### config.mk
export PLATFORM = sky130hd
export DESIGN_NAME = omc_regs
export DESIGN_NICKNAME = d
export VERILOG_FILES = /design/src/omc_pkg.sv /design/src/omc_irq.sv /design/src/omc_regs.sv
export SDC_FILE = /design/constraint.sdc
export NUM_CORES = 1
export LEC_CHECK = 0
export BUFFER_PORTS_ARGS = -buffer_cell sky130_fd_sc_hd__buf_4
export CORE_MARGIN = 4
export CORE_UTILIZATION = 40
export CTS_CLUSTER_DIAMETER = 120
export DETAILED_ROUTE_END_ITERATION = 10
export PLACE_DENSITY = 0.67
export SLEW_MARGIN = 5
export SYNTH_ARGS = -nofsm -noshare
export SYNTH_HDL_FRONTEND = slang
export SYNTH_HIERARCHICAL = 1
export SYNTH_SLANG_ARGS = --single-unit
### constraint.sdc
create_clock -name SYS_CLK -period 4.3 [get_ports SYS_CLK]
set_input_delay 0.43 -clock SYS_CLK [delete_from_list [all_inputs] [get_ports SYS_CLK]]
set_output_delay 0.43 -clock SYS_CLK [all_outputs]
set_load 0.05 [all_outputs]
### src/omc_pkg.sv
// Behaviour
// - Phase A config holds a writable five-bit offset in bits 9:5.
// - Phase A config holds a writable five-bit range in bits 4:0.
// - Phase B config holds a writable five-bit offset in bits 9:5.
// - Phase B config holds a writable five-bit range in bits 4:0.
// - Bits 15:10 of both phase configs read zero, ignore writes, and all bits reset to zero.
// - Compensator register holds a writable four-bit DC current in bits 11:8.
// - Compensator register holds a writable seven-bit compensation in bits 6:0; bit 7 and 15:12 are read-only.
// - Count result is read-only with the ten-bit integrator value in 9:0 and the step size in 15:12.
// - Mean result is read-only with the twelve-bit mean in 11:0 and the step size in 15:12.
// - Interrupt register bit 0 enables, writing 1 to bit 1 clears the pending interrupt; bits 15:2 read-only.
// - Preamplifier config is a sixteen-bit writable word resetting to zero.
// - The reported step size comes from a four-bit one-hot startup setting.
package omc_pkg;
  // Register word indices; the bus byte address is four times the index
  localparam logic [7:0] OMC_OFF_PHASE_A = 8'h06;
  localparam logic [7:0] OMC_OFF_PHASE_B = 8'h08;
  localparam logic [7:0] OMC_OFF_COMP = 8'h0A;
  localparam logic [7:0] OMC_OFF_COUNT = 8'h0C;
  localparam logic [7:0] OMC_OFF_MEAN = 8'h0E;
  localparam logic [7:0] OMC_OFF_IRQ = 8'h10;
  localparam logic [7:0] OMC_OFF_PREAMP = 8'h12;
  // Own additions for the interrupt block
  localparam logic [7:0] OMC_OFF_IRQ_STATUS = 8'h20;
  localparam logic [7:0] OMC_OFF_IRQ_CLEAR = 8'h24;
  localparam logic [7:0] OMC_OFF_IRQ_ENABLE = 8'h28;
  localparam int OMC_OFFSET_LSB = 5;
  localparam int OMC_RANGE_LSB = 0;
  localparam int OMC_DC_LSB = 8;
  localparam int OMC_COMP_LSB = 0;
  localparam int OMC_STEP_LSB = 12;
  localparam int OMC_IRQ_EN_BIT = 0;
  localparam int OMC_IRQ_CLR_BIT = 1;
  localparam int OMC_IRQ_STATUS_BIT = 0;
  localparam logic [15:0] OMC_RESET_VALUE = 16'h0000;
  localparam logic [15:0] OMC_PHASE_MASK = 16'h03FF;
  localparam logic [15:0] OMC_COMP_MASK = 16'h0F7F;
  localparam logic [1:0] OMC_HTRANS_NONSEQ = 2'h2;

  typedef struct packed {
    logic [4:0] offset;
    logic [4:0] phase_range;
  } omc_phase_t;

  typedef struct packed {
    logic [3:0] comp_dc_current;
    logic [6:0] comp_offset;
  } omc_comp_t;

  typedef struct packed {
    logic done;
    logic [9:0] count;
    logic [11:0] mean;
    logic [3:0] integrator_step_size;
  } omc_result_t;

  typedef enum logic [1:0] {
    OMC_IDLE = 2'b01,
    OMC_DATA = 2'b10
  } omc_phase_state_t;
endpackage

### src/omc_irq.sv
`timescale 1ns/1ps
// Sticky interrupt status with enable and write-one-to-clear
module omc_irq
  import omc_pkg::*;
(
  input wire logic clk,
  input wire logic rst_n,
  input wire logic event_in,
  input wire logic clear_in,
  input wire logic enable_in,
  output logic pending,
  output logic irq
);
  // Set wins over a clear in the same cycle
  always_ff @(posedge clk) begin
    if (!rst_n) begin
      pending <= 1'b0;
    end else if (event_in) begin
      pending <= 1'b1;
    end else if (clear_in) begin
      pending <= 1'b0;
    end
  end

  // Level output, gated by enable
  assign irq = pending & enable_in;
endmodule

### src/omc_regs.sv
`timescale 1ns/1ps
module omc_regs
  import omc_pkg::*;
(
  input wire logic SYS_CLK,
  input wire logic RST_N,
  input wire logic HSEL,
  input wire logic [31:0] HADDR,
  input wire logic [1:0] HTRANS,
  input wire logic HWRITE,
  input wire logic [2:0] HSIZE,
  input wire logic HREADY,
  input wire logic [31:0] HWDATA,
  output logic [31:0] HRDATA,
  output logic HREADYOUT,
  output logic HRESP,
  input wire logic MEAS_DONE,
  input wire logic [9:0] MEAS_COUNT,
  input wire logic [11:0] MEAS_MEAN,
  input wire logic [3:0] STEP_SIZE,
  output logic [4:0] PHASE_A_OFFSET,
  output logic [4:0] PHASE_A_RANGE,
  output logic [4:0] PHASE_B_OFFSET,
  output logic [4:0] PHASE_B_RANGE,
  output logic [3:0] COMP_DC_CURRENT,
  output logic [6:0] COMP_OFFSET,
  output logic [15:0] PREAMP_CFG,
  output logic IRQ
);
  omc_phase_t phase_a;
  omc_phase_t phase_b;
  omc_comp_t comp;
  omc_result_t result;
  logic [15:0] preamp;
  logic irq_enable;
  logic irq_pending;
  logic irq_clear;
  logic [7:0] addr_q;
  logic wr_q;
  logic [15:0] wdata;
  logic [15:0] next_rdata;
  logic [3:0] step_latched;
  omc_phase_state_t state;
  // Slot taken this cycle, and its word index
  logic take;
  logic rd_take;
  logic [7:0] addr_index;
  // Per-register write strobes, data phase only
  logic wr_phase_a;
  logic wr_phase_b;
  logic wr_comp;
  logic wr_preamp;
  logic wr_irq_ctrl;
  logic wr_irq_clear;
  logic wr_irq_enable;
  // Next values of the stored registers
  omc_phase_t next_phase_a;
  omc_phase_t next_phase_b;
  omc_comp_t next_comp;
  logic [15:0] next_preamp;
  logic next_irq_enable;
  logic [3:0] next_step;
  omc_result_t next_result;

  // Word index of a byte address; every register is one aligned word, so the low two bits drop
  function automatic logic [7:0] omc_word_index(input logic [31:0] byte_addr);
    omc_word_index = {2'b00, byte_addr[7:2]};
  endfunction

  // A slot counts only when selected, ready and non-sequential; bursts are not supported
  function automatic logic omc_taken(input logic sel, input logic ready, input logic [1:0] trans);
    omc_taken = sel & ready & (trans == OMC_HTRANS_NONSEQ);
  endfunction

  // Pack a phase config; the six upper bits have no storage
  function automatic logic [15:0] omc_phase_word(input omc_phase_t p);
    omc_phase_word = 16'h0000 | (16'(p.offset) << OMC_OFFSET_LSB) | (16'(p.phase_range) << OMC_RANGE_LSB);
  endfunction

  // Unpack a phase config from a written word
  function automatic omc_phase_t omc_phase_field(input logic [15:0] d);
    omc_phase_field.offset = d[OMC_OFFSET_LSB +: 5];
    omc_phase_field.phase_range = d[OMC_RANGE_LSB +: 5];
  endfunction

  // Result word: step size on top, measured value below
  function automatic logic [15:0] omc_result_word(input logic [3:0] step, input logic [11:0] value);
    omc_result_word = (16'(step) << OMC_STEP_LSB) | 16'(value);
  endfunction

  // Slot decode shared by the address capture and the read path
  // Transfer size is ignored: only whole words are expected
  assign take = omc_taken(HSEL, HREADY, HTRANS);
  assign rd_take = take & !HWRITE;
  assign addr_index = omc_word_index(HADDR);

  // Address phase captured whenever the bus is ready
  always_ff @(posedge SYS_CLK) begin
    if (!RST_N) begin
      addr_q <= 8'h00;
      wr_q <= 1'b0;
    end else if (HREADY) begin
      addr_q <= addr_index;
      wr_q <= take & HWRITE;
    end
  end

  // Transfer state; a write lands only in its own data phase
  always_ff @(posedge SYS_CLK) begin
    if (!RST_N) begin
      state <= OMC_IDLE;
    end else if (HREADY) begin
      state <= take ? OMC_DATA : OMC_IDLE;
    end
  end

  // Zero wait states, always OKAY
  assign HREADYOUT = 1'b1;
  assign HRESP = 1'b0;
  assign wdata = HWDATA[15:0];

  // Write strobes from the captured index; read-only words get none
  assign wr_phase_a = wr_q && (state == OMC_DATA) && (addr_q == OMC_OFF_PHASE_A);
  assign wr_phase_b = wr_q && (state == OMC_DATA) && (addr_q == OMC_OFF_PHASE_B);
  assign wr_comp = wr_q && (state == OMC_DATA) && (addr_q == OMC_OFF_COMP);
  assign wr_preamp = wr_q && (state == OMC_DATA) && (addr_q == OMC_OFF_PREAMP);
  assign wr_irq_ctrl = wr_q && (state == OMC_DATA) && (addr_q == OMC_OFF_IRQ);
  assign wr_irq_clear = wr_q && (state == OMC_DATA) && (addr_q == OMC_OFF_IRQ_CLEAR);
  assign wr_irq_enable = wr_q && (state == OMC_DATA) && (addr_q == OMC_OFF_IRQ_ENABLE);

  // Phase A next value, held unless written
  always_comb begin
    next_phase_a = phase_a;
    if (wr_phase_a) begin
      next_phase_a = omc_phase_field(wdata);
    end
  end

  // Phase B next value, held unless written
  always_comb begin
    next_phase_b = phase_b;
    if (wr_phase_b) begin
      next_phase_b = omc_phase_field(wdata);
    end
  end

  // Phase A store, upper bits have no storage
  always_ff @(posedge SYS_CLK) begin
    if (!RST_N) begin
      phase_a <= '0;
    end else begin
      phase_a <= next_phase_a;
    end
  end

  // Phase B store, same layout as phase A
  always_ff @(posedge SYS_CLK) begin
    if (!RST_N) begin
      phase_b <= '0;
    end else begin
      phase_b <= next_phase_b;
    end
  end

  // Compensation emitter next value; bit 7 and the top nibble are not stored
  always_comb begin
    next_comp = comp;
    if (wr_comp) begin
      next_comp.comp_dc_current = wdata[OMC_DC_LSB +: 4];
      next_comp.comp_offset = wdata[OMC_COMP_LSB +: 7];
    end
  end

  // Compensation emitter settings
  always_ff @(posedge SYS_CLK) begin
    if (!RST_N) begin
      comp <= '0;
    end else begin
      comp <= next_comp;
    end
  end

  // Preamplifier next value; bit meanings belong to the analog side
  always_comb begin
    next_preamp = preamp;
    if (wr_preamp) begin
      next_preamp = wdata;
    end
  end

  // Preamplifier store
  always_ff @(posedge SYS_CLK) begin
    if (!RST_N) begin
      preamp <= OMC_RESET_VALUE;
    end else begin
      preamp <= next_preamp;
    end
  end

  // Enable shared by the control word and the enable register
  always_comb begin
    next_irq_enable = irq_enable;
    if (wr_irq_ctrl || wr_irq_enable) begin
      next_irq_enable = wdata[OMC_IRQ_EN_BIT];
    end
  end

  // Interrupt enable store
  always_ff @(posedge SYS_CLK) begin
    if (!RST_N) begin
      irq_enable <= 1'b0;
    end else begin
      irq_enable <= next_irq_enable;
    end
  end

  // Startup step size only accepted when one-hot, else last good kept
  always_comb begin
    next_step = step_latched;
    if ($onehot(STEP_SIZE)) begin
      next_step = STEP_SIZE;
    end
  end

  // Step size store
  always_ff @(posedge SYS_CLK) begin
    if (!RST_N) begin
      step_latched <= 4'h0;
    end else begin
      step_latched <= next_step;
    end
  end

  // Results snapshot at measurement end so reads stay coherent
  always_comb begin
    next_result = result;
    if (MEAS_DONE) begin
      next_result.count = MEAS_COUNT;
      next_result.mean = MEAS_MEAN;
      next_result.integrator_step_size = step_latched;
      next_result.done = 1'b1;
    end
  end

  // Result store
  always_ff @(posedge SYS_CLK) begin
    if (!RST_N) begin
      result <= '0;
    end else begin
      result <= next_result;
    end
  end

  // Clear on a written one: bit 1 of the control word, or the status position of the clear register
  // A measurement end in the same cycle still wins inside the flag
  assign irq_clear = (wr_irq_ctrl && wdata[OMC_IRQ_CLR_BIT])
                     || (wr_irq_clear && wdata[OMC_IRQ_STATUS_BIT]);

  omc_irq u_irq (
    .clk(SYS_CLK),
    .rst_n(RST_N),
    .event_in(MEAS_DONE),
    .clear_in(irq_clear),
    .enable_in(irq_enable),
    .pending(irq_pending),
    .irq(IRQ)
  );

  // Read mux on the live word index, unmapped words read as zero
  always_comb begin
    next_rdata = 16'h0000;
    unique case (addr_index)
      OMC_OFF_PHASE_A: next_rdata = omc_phase_word(phase_a) & OMC_PHASE_MASK;
      OMC_OFF_PHASE_B: next_rdata = omc_phase_word(phase_b) & OMC_PHASE_MASK;
      OMC_OFF_COMP: next_rdata = (16'(comp.comp_dc_current) << OMC_DC_LSB) | 16'(comp.comp_offset);
      OMC_OFF_COUNT: next_rdata = omc_result_word(result.integrator_step_size, {2'b00, result.count});
      OMC_OFF_MEAN: next_rdata = omc_result_word(result.integrator_step_size, result.mean);
      OMC_OFF_IRQ: next_rdata = 16'(irq_enable) << OMC_IRQ_EN_BIT;
      OMC_OFF_PREAMP: next_rdata = preamp;
      // Clear register is write-only and falls to the default
      OMC_OFF_IRQ_STATUS: next_rdata = 16'(irq_pending) << OMC_IRQ_STATUS_BIT;
      OMC_OFF_IRQ_ENABLE: next_rdata = 16'(irq_enable) << OMC_IRQ_EN_BIT;
      default: next_rdata = 16'h0000;
    endcase
  end

  // Read data registered at the address phase, valid in the data phase
  always_ff @(posedge SYS_CLK) begin
    if (!RST_N) begin
      HRDATA <= 32'h0000_0000;
    end else if (rd_take) begin
      HRDATA <= {16'h0000, next_rdata};
    end
  end

  // Configuration drives the analog front end
  assign PHASE_A_OFFSET = phase_a.offset;
  assign PHASE_A_RANGE = phase_a.phase_range;
  assign PHASE_B_OFFSET = phase_b.offset;
  assign PHASE_B_RANGE = phase_b.phase_range;
  assign COMP_DC_CURRENT = comp.comp_dc_current;
  assign COMP_OFFSET = comp.comp_offset;
  assign PREAMP_CFG = preamp;
endmodule

Word-level counts from Yosys, hierarchy flattened

Index checks and enable logic that the tools add are counted.
Widths: inputs -> output; s select.

Bits in registers: 104
Input bits: 101
Output and inout bits: 82
Word-level logic and storage cells: 68

$add $sub $neg: 3
Equality and inequality tests: 19
Muxes and demuxes: 4
Bitwise operators: 10
Reductions and logical operators: 15

Operators with widths:

| cell               | number |
|---|---|
| $pmux 16 s8        | 1 |
| $eq 6x4->1 const B | 6 |
| $eq 6x5->1 const B | 4 |
| $eq 6x6->1 const B | 4 |
| $or 10x5->10       | 2 |
| $or 16x10->16      | 1 |
| $or 16x12->16      | 1 |
| $eq 6x3->1 const B | 2 |
| $or 12x7->12       | 1 |
| $logic_and 1x1->1  | 10 |
| $and 1x1->1        | 5 |
| $add 1x1->2        | 2 |
| $eq 2x2->1 const B | 2 |
| $add 2x2->3        | 1 |
| $eq 3x1->1 const B | 1 |
| $logic_or 1x1->1   | 2 |
| $mux 1             | 2 |
| $mux 2             | 1 |
| $reduce_bool 2->1  | 1 |
| $reduce_or 2->1    | 1 |
| $logic_not 1->1    | 1 |

Depth between registers and ports, before layout

Gate-level depths: netlist of the first run.

Depth in word-level cells: 7
Gate-level depth with buffers: 8
Mapped depth without buffers: 8

Modules after synthesis

The synthesis of the first run kept the hierarchy.

Modules (own cells, without submodules):

| module   | instances | cells each | area each (sq um) |
|---|---|---|---|
| omc_regs | 1         | 502        | 4658.2 |
| omc_irq  | 1         | 4          | 48.8 |

Worst setup path before layout of the first run

No wires, ideal clock.

Kind: input-to-reg
Start point: input port STEP_SIZE[0]
End point: register step_latched[3]
Setup time: 0.128 ns
Arrival time: 2.266 ns
Path slack: 1.906 ns
Stages on the path: 8
Path through: inv_1 > fa_1 > inv_1 > ha_1 > ha_1 > nor3b_1 > mux2i_1 > nor2_1

Longest elaborated chain between the ends: 3

RTL lines:

| element                           | RTL line        | source |
|---|---|---|
| from (decl)                       | omc_regs.sv:20  | `input wire logic [3:0] STEP_SIZE,` |
| $add 1x1->2 (implied by the code) | omc_regs.sv:220 | `if ($onehot(STEP_SIZE)) begin` |
| $add 2x2->3 (implied by the code) | omc_regs.sv:220 |  |
| $eq 3x1->1                        | omc_regs.sv:220 |  |
| to (signal assigned)              | omc_regs.sv:230 | `step_latched <= next_step;` |
| to (decl)                         | omc_regs.sv:42  | `logic [3:0] step_latched;` |

Every way passes these cells.
A chain may end at the register's enable or synchronous reset.

Worst setup path after layout of the first run

Start point: input port STEP_SIZE[0]
End point: register step_latched[0]

Longest elaborated chain between the ends: 3

RTL lines:

| element                           | RTL line |
|---|---|
| $add 1x1->2 (implied by the code) | omc_regs.sv:220 |
| $add 2x2->3 (implied by the code) | omc_regs.sv:220 |
| $eq 3x1->1                        | omc_regs.sv:220 |

Several ways; a longest one is shown, not always the timed one.

==> impl_metrics.ini, run 1 <==
[run_status]
status = completed

[placement]
io_buffers = 119
dp_hpwl_mm = 9.623
place_congestion = 0.8456
dpl.cell_count = 732
dpl_cell_area_um2 = 5564

[worst_hold_path]
min_to = result[22]
hp-start = MEAS_COUNT[6]
min-delay-path-class = primary input to flop
hold_depth = 3

[sta]
relSlewSlack = 0.2022
totalNegativeSetupSlack_ns = 0
min_period_ns = 2.381
maxSlewViolCount = 0
max_freq_mhz = 419.9
report.final.hold_viol_count = 0
rsz0062_at_grt = no
setup_viol = 0
fin_crit_sh = 0.5538
worst_pin_slew_ns = 1.195
finClkSkew_ns = 0.009124

[drt]
dr_total_vias = 3907
wl_met3_um = 883
drt_iter0_drc = 259
ant_nets = 0
via_per_inst = 5.223
drc = 0
topRoutingLayerUsed = met4
wl_met2_mm = 6.089
avgRoutedWirePerCell_um = 17.19
dr.pass1.iters = 5
wl_mm = 12.86
drt-met1-wl_mm = 5.656

[critical_path]
r2r_end = PREAMP_CFG[13]
crit_fanout = 4
crit_arrival_ns = 2.57
ff2ff_path_depth = 4
r2r_slack_ns = 2.15
cp.required_ns = 4.49
rr_startpoint = state[0]
start_kind = primary input
cp-end-kind = flop
path_class = primary input to flop

[yosys]
mappedNetlistArea_um2 = 4707
synth_edf_count = 0
synth-seq-cells = 104
ys_seq_area_frac = 0.4423
synth_cell_types = 53
synthCells = 506
synthTopCellsByCount = 104 x dfxtp_1, 67 x mux2i_1, 66 x nor2_1
synth_warnings = 6
synthMostInstantiatedCell = dfxtp_1
async_flop_share = 0
synth_largest_area_cell = dfxtp_1
avgSynthCellArea_um2 = 9.302
synth_top_area_frac = 0.4423
yosys-top-cells-area = dfxtp_1 44%, mux2i_1 14%, nor2_1 5.3%
synth_ff_type = dfxtp_1

[floorplan]
start_util = 0.4105
die_y_um = 116.5
die_area_um2 = 13570
rows = 39
fp.dieW_um = 116.5
top_level_ports = 183
core_um2 = 11470

[final_layout]
nets = 704
fin_cells = 748
area_growth_pct = 25.01
design_area_um2 = 5884
drive_above_1_share = 0.2595
antenna_cells = 0

[clock_network]
clk_latency_ns = 0.34
cts_buffers = 9
cts_tree = built
clkSinkCount = 104
clock_path_buffers = 2
clock-root-buffer = clkbuf_16
clkTransAtPathRegs_ns = 0.08
ctsResizeCount = 0
cts_setup_buffers = 0
hold_buffers = 0
ctsHtreeMaxLevel = 3

[power]
power_density_nw_per_um2 = 352.3
ir_worst_vdd_uv = 245.9
leakage_nw = 2.570

[job]
maxCapViolations = 0

[global_route]
grt_first_pass_wirelength_mm = 19.75
antenna_found_initial = 0
grt_pass1_vias = 3733
overflow = 0
grt.total_usage = 0.1882
grt_max_degree = 70
## worst max-delay path by stage
stage                  from         endpoint  slack, ns  cells past startpoint
6_report       STEP_SIZE[0]  step_latched[0]       1.92                      9
3_3_place_gp   STEP_SIZE[0]  step_latched[3]       1.64                      9
5_1_grt        STEP_SIZE[0]  step_latched[0]       1.78                      9
4_1_cts        STEP_SIZE[0]  step_latched[0]       1.91                      9
2_1_floorplan  STEP_SIZE[0]  step_latched[3]       1.91                      8
3_5_place_dp   STEP_SIZE[0]  step_latched[0]       1.56                      9
## report_power, final
part           switching (mW)  internal, mW  leakage, nW  total (mW)
Clock                   0.384         0.484        0.159       0.868
Combinational           0.126        0.0791         1.57       0.205
Sequential             0.0154         0.985        0.844        1.00
Total                   0.525          1.55         2.57        2.07
## placed cells by master, fill, tap and decap left out, types with 3 or more instances in the layout
cell type and count:
a221oi_1 3, mux4_2 7, o21ai_1 18, o211ai_1 4
inv_8 3, nand3_1 23, nor3_1 11, mux2i_1 67
a21oi_1 9, nand3b_1 4, nand2b_1 8, a222oi_1 5
nor2_1 66, clkbuf_16 9, o21ai_0 16, nand2_1 40
a211oi_1 3, and3_1 6, inv_1 14, buf_4 121
dfxtp_1 104, conb_1 18
## stage by stage
stage / power (mW) / setup slack (ns) / hold WS, ns / utilization
floorplan: 1.167 / 1.906 / 0.4516 / -
global placement: 1.220 / 1.641 / 0.4428 / 0.4852
detailed placement: 1.227 / 1.560 / 0.4479 / 0.4852
CTS: 2.090 / 1.913 / 0.3097 / 0.5131
global route: 2.146 / 1.781 / 0.3253 / 0.5131
finish: 2.073 / 1.919 / 0.3179 / 0.5131
## worst max-delay path, stage by stage
cell	delay (ns)
buf_4	0.09
inv_1	0.05
fa_1	0.52
inv_1	0.04
ha_1	0.17
ha_1	0.27
nor3b_1	0.66
mux2i_1	0.28
nor2_1	0.05
## layer usage
metal	GRT usage	vias up
met3	0.04041	13
li1	-	1921
met2	0.2990	128
met5	0	-
met4	0.05568	0
met1	0.2579	1845
## sequential cells by signal (all words and copies together) (netlist names)
name             cells
state                2
PHASE_B_RANGE        5
PHASE_B_OFFSET       5
HRDATA              16
PREAMP_CFG          16
u_irq/pending        1
PHASE_A_OFFSET       5
addr_q               6
result              26
wr_q                 1
COMP_DC_CURRENT      4
step_latched         4
irq_enable           1
COMP_OFFSET          7
PHASE_A_RANGE        5
## layout make-up
type	instances	area (µm²)
fillers	1050	5583
multi-input cells	349	2338
flip-flops and latches	104	2082
repair buffers	121	908.4
clock buffers	10	239.0
well taps	143	178.9
clock inverters	6	81.33
inverters	15	56.30
## cells by family after synthesis
family                   synth area share
other                            0.001595
multiplexers                       0.1760
AND/OR/NAND/NOR                    0.1988
flip-flops                         0.4423
adder cells (fa/ha/maj)          0.009569
buffers and inverters             0.07762
AO/OA/AOI/OAI                     0.09410
Power figures use the tool's default switching activity.
==> run 2, diff against run 1 <==
- clock period: 4.3 -> 2.5 ns (I/O delays scaled with it)
==> run 2 against run 1 <==
Wire length grew 1.2%; combinational power is 77% higher; setup slack lost 1.4 ns; final cell count up 0.53%; critical endpoint is now PREAMP_CFG[4]; count of clock-buffer cells in the layout did not move; sequential share of layout area is 0.19 points lower; first-iteration DRC count shrank 6.2%.
==> impl_metrics.ini, run 2 (synthesis gave the netlist of run 1 again) <==
[run_status]
status = completed

[critical_path]
rr_startpoint = state[0]
cp.required_ns = 2.72
cp_num_buf_inv = 1
r2r_slack_ns = 0.53
critPathLaunch = state[0]
cp_cell_sequence = nand4bb_4, or4_1, buf_4, mux2i_1, nor2_1
cpMaxStageDelayCell = or4_1
r2r_end = PREAMP_CFG[4]
crit_arrival_ns = 2.19
cp-end-kind = flop
ff2ff_path_depth = 5
crit_fanout = 12
critical_path.top_delay_family = simple AND/OR/NAND/NOR gates
start_kind = flop
path_class = flop to flop
critPathMaxStageDelay_ns = 0.72

[floorplan]
die_area_um2 = 13570
rows = 39
fp.dieW_um = 116.5
top_level_ports = 183
die_y_um = 116.5
core_um2 = 11470
start_util = 0.4105

[job]
maxCapViolations = 0

[clock_network]
clkSinkCount = 104
hold_buffers = 0
cts_setup_buffers = 0
ctsResizeCount = 0
cts_tree = built
cts_buffers = 9
ctsHtreeMaxLevel = 3
clock-root-buffer = clkbuf_16
clock_path_buffers = 2
clkTransAtPathRegs_ns = 0.07
clk_latency_ns = 0.34

[power]
leakage_nw = 2.581
p_int_mw = 2.643
swShare = 0.2484
seqPwrFrac = 0.489
ir_worst_vdd_uv = 296.6
p_clk_frac = 0.408
p_switching_mw = 0.8737
power_density_nw_per_um2 = 594.5
combPwrFrac = 0.103

[drt]
wl_mm = 13.01
ant_nets = 0
drc = 0
dr.pass1.iters = 5
dr_total_vias = 3923
drt_iter0_drc = 243
via_per_inst = 5.217
avgRoutedWirePerCell_um = 17.31

[sta]
setup_ws_ns = 0.5332
worst_pin_slew_ns = 0.7320
min_period_ns = 1.967
maxSlewViolCount = 0
finClkSkew_ns = 0.006924
totalNegativeSetupSlack_ns = 0
relSlewSlack = 0.5120
fin_crit_sh = 0.7867
rsz0062_at_grt = no
setup_viol = 0
max_freq_mhz = 508.4
report.final.hold_viol_count = 0

[final_layout]
fill_cells = 1038
fin_cells = 752
largest_reg_flops = 26
design_area_um2 = 5916
antenna_cells = 0
final_common_cell = buf_4
nets = 709
fin_util = 0.5159
largest-register = result
drive_above_1_share = 0.2644
final_cell_mix = 125 x buf_4, 104 x dfxtp_1, 67 x mux2i_1, 66 x nor2_1, 40 x nand2_1
area_growth_pct = 25.68

[placement]
place_congestion = 0.8267
dpl.cell_count = 737
pre_cts_ws_ns = 0.3153
io_buffers = 119
dp_hpwl_mm = 9.725
dpl_cell_area_um2 = 5614

[worst_hold_path]
min-delay-path-class = primary input to flop
min_to = result[5]
hold_depth = 3
hp-start = MEAS_MEAN[1]

[global_route]
grt_pass1_vias = 3752
antenna_found_initial = 0
grt.total_usage = 0.1918
grt_first_pass_wirelength_mm = 20.11
overflow = 0
grt_max_degree = 60
==> run 2: changes by cell type in the layout (fill, tap and decap cells not counted) <==
cell	before	now
inv_8	3	0
buf_4	121	125
buf_12	0	1
clkinvlp_4	0	2
==> run 2: routing by layer <==
layer | vias to the layer above | share of wire | GRT usage
met5 | - | 0 | 0
met4 | 0 | 0.022 | 0.06883
met3 | 19 | 0.061 | 0.03472
met2 | 122 | 0.47 | 0.2910
met1 | 1859 | 0.45 | 0.2737
li1 | 1923 | - | -
==> run 2: worst max path at each step <==
| stage | to | slack [ns] | depth (start not counted) |
|---|---|---|---|
| after detailed placement | step_latched[3] | 0.32 | 10 |
| final | PREAMP_CFG[4] | 0.53 | 5 |
| after floorplan | step_latched[3] | 0.29 | 8 |
| after global placement | step_latched[0] | 0.40 | 10 |
| after CTS | PREAMP_CFG[4] | 0.54 | 5 |
| after global routing | COMP_OFFSET[0] | 0.41 | 4 |
==> run 2: cell type report <==
cell class                 count  area (µm²)  share of cell area
timing repair buffer         126       958.4              0.1620
inverter                      15       56.30            0.009518
multi-input combinational    349        2338              0.3953
clock buffer                  10       239.0             0.04040
sequential                   104        2082              0.3519
clock inverter                 5       62.56             0.01058
tap                          143       178.9             0.03025
==> run 2: tightest hold or removal path: stages <==
cell     delay [ns]
buf_4          0.08
mux2i_1        0.05
nor2_1         0.07
==> run 2: through the flow <==
step / total power, mW / hold slack (ns)
after global routing: 3.658 / 0.1414
after CTS: 3.539 / 0.1334
after detailed placement: 2.121 / 0.4462
final: 3.517 / 0.1395
after floorplan: 2.007 / 0.3675
after global placement: 2.107 / 0.4414
==> run 2: power groups by stage <==
| stage | sequential [mW] | clock (mW) | combinational (mW) |
|---|---|---|---|
| final | 1.72 | 1.43 | 0.363 |
| after global routing | 1.73 | 1.54 | 0.394 |
| after CTS | 1.72 | 1.46 | 0.363 |
| after detailed placement | 1.76 | 0 | 0.362 |
| after global placement | 1.76 | 0 | 0.351 |
| after floorplan | 1.75 | 0 | 0.259 |
==> run 3, diff against run 2 <==
- ABC_AREA: default -> 1
- clock period: 2.5 -> 1.9 ns (I/O delays scaled with it)
==> run 3 against run 2 <==
Count of clock-buffer cells in the layout rose by 3; first-iteration DRC count increased by 62%; sequential share of layout area is essentially flat.
==> impl_metrics.ini, run 3 <==
[yosys]
async_flop_share = 0
ys_seq_area_frac = 0.4460
avgSynthCellArea_um2 = 7.193
synthTopCellsByCount = 107 x nand2_1, 104 x dfxtp_1, 100 x nor2_1
mappedNetlistArea_um2 = 4668
synth_warnings = 6
synthCells = 649
synth_largest_area_cell = dfxtp_1
synth-seq-cells = 104
synthMostInstantiatedCell = nand2_1
synth_cell_types = 32
synth_top_area_frac = 0.4460
synth_ff_type = dfxtp_1
synth_edf_count = 0
yosys-top-cells-area = dfxtp_1 45%, o21ai_0 9.8%, nand2_1 8.6%

[drt]
avgRoutedWirePerCell_um = 15.31
ant_nets = 0
drc = 0
wl_mm = 13.89
dr_total_vias = 4498
dr.pass1.iters = 5
via_per_inst = 4.959
drt_iter0_drc = 393

[final_layout]
final_cell_mix = 129 x buf_4, 107 x nand2_1, 104 x dfxtp_1, 100 x nor2_1, 87 x o21ai_0
largest_reg_flops = 26
design_area_um2 = 5913
area_growth_pct = 26.67
nets = 864
drive_above_1_share = 0.2330
fin_util = 0.5179
largest-register = result
final_common_cell = buf_4
antenna_cells = 0
fill_cells = 1133

[floorplan]
die_y_um = 116.0
fp.dieW_um = 116.0
core_um2 = 11420
die_area_um2 = 13460
start_util = 0.4088
top_level_ports = 183
rows = 39

[critical_path]
cp-end-kind = flop
cp_num_buf_inv = 3
crit_arrival_ns = 1.98
ff2ff_path_depth = 6
cpMaxStageDelayCell = fa_1
start_kind = primary input
cp.required_ns = 2.13
critPathMaxStageDelay_ns = 0.52
crit_fanout = 8
path_class = primary input to flop
critical_path.top_delay_family = adder cells
cp.depth = 9
cp_cell_sequence = buf_4, inv_8, fa_1, inv_1, ha_2, ha_1, or3b_4, o21ai_1, a21oi_1

[placement]
dp_hpwl_mm = 10.57
io_buffers = 119
pre_cts_ws_ns = -0.2077
place_congestion = 0.8541
dpl_cell_area_um2 = 5629

[sta]
fin_crit_sh = 0.9177
report.final.hold_viol_count = 0
setup_ws_ns = 0.1564
totalNegativeSetupSlack_ns = 0
worst_pin_slew_ns = 0.8277
setup_viol = 0
max_freq_mhz = 573.5
relSlewSlack = 0.4476
min_period_ns = 1.744
rsz0062_at_grt = no
maxSlewViolCount = 0
finClkSkew_ns = 0.006247

[job]
maxCapViolations = 0

[clock_network]
clock-root-buffer = clkbuf_16
clk_latency_ns = 0.34
clock_path_buffers = 2
cts_setup_buffers = 0
cts_buffers = 9
ctsResizeCount = 0
cts_tree = built
ctsHtreeMaxLevel = 3
hold_buffers = 0
clkSinkCount = 104
clkTransAtPathRegs_ns = 0.07

[global_route]
grt_first_pass_wirelength_mm = 21.98
overflow = 0
grt_pass1_vias = 4233
grt_max_degree = 46
grt.total_usage = 0.2089
antenna_found_initial = 0

[power]
ir_worst_vdd_uv = 378.9
power_density_nw_per_um2 = 762.6
leakage_nw = 2.615

[run_status]
status = completed

[worst_hold_path]
min-delay-path-class = primary input to flop
hold_depth = 3
==> run 3: cell families after synthesis <==
kind of cell	share of synthesized area
buffers and inverters	0.1085
other	0.001609
and+or+nand+nor	0.2503
adders and majority gates	0.009648
DFF	0.4460
AOI/OAI and AO/OA	0.1839
==> run 3: worst paths after layout <==
kind,end,startpoint,slack (ns)
setup / recovery,step_latched[1],STEP_SIZE[3],0.16
hold / removal,result[11],MEAS_MEAN[7],0.07
setup reg to reg,PHASE_B_RANGE[1],addr_q[0],0.25
hold reg to reg,step_latched[0],step_latched[0],0.46
==> run 3: report_power, final <==
part           switching (mW)  internal (mW)  leakage, nW
sequential             0.0344           2.24        0.847
combinational           0.298          0.154         1.63
clock                   0.788          0.990        0.142
total                    1.12           3.39         2.61
==> run 3: final cells by class <==
| class | count | area, µm² | area share |
|---|---|---|---|
| inverters | 66 | 255.2 | 0.04317 |
| multi-input cells | 450 | 2145 | 0.3627 |
| well taps | 143 | 178.9 | 0.03026 |
| clock inverters | 2 | 13.76 | 0.002328 |
| flip-flops and latches | 104 | 2082 | 0.3521 |
| clock buffers | 13 | 270.3 | 0.04570 |
| repair buffers | 129 | 968.4 | 0.1638 |
==> run 3: layer usage <==
metal,GRT usage,wire [µm]
met1,0.2925,6320
met2,0.3318,6300
met3,0.02559,1010
met4,0.07502,256
met5,0,0
==> run 3: tightest hold or removal path, stage by stage <==
cell and delay [ns]:
buf_4 0.08, nor2_1 0.04, nor2_1 0.08
==> run 3: per-stage QoR <==
step | power (mW) | instances | hold WS [ns]
floorplan | 2.639 | 665 | 0.3115
global placement | 2.763 | 892 | 0.4151
detailed placement | 2.776 | 892 | 0.4221
CTS | 4.532 | 907 | 0.06804
global route | 4.676 | 907 | 0.06517
finish | 4.509 | 907 | 0.07460
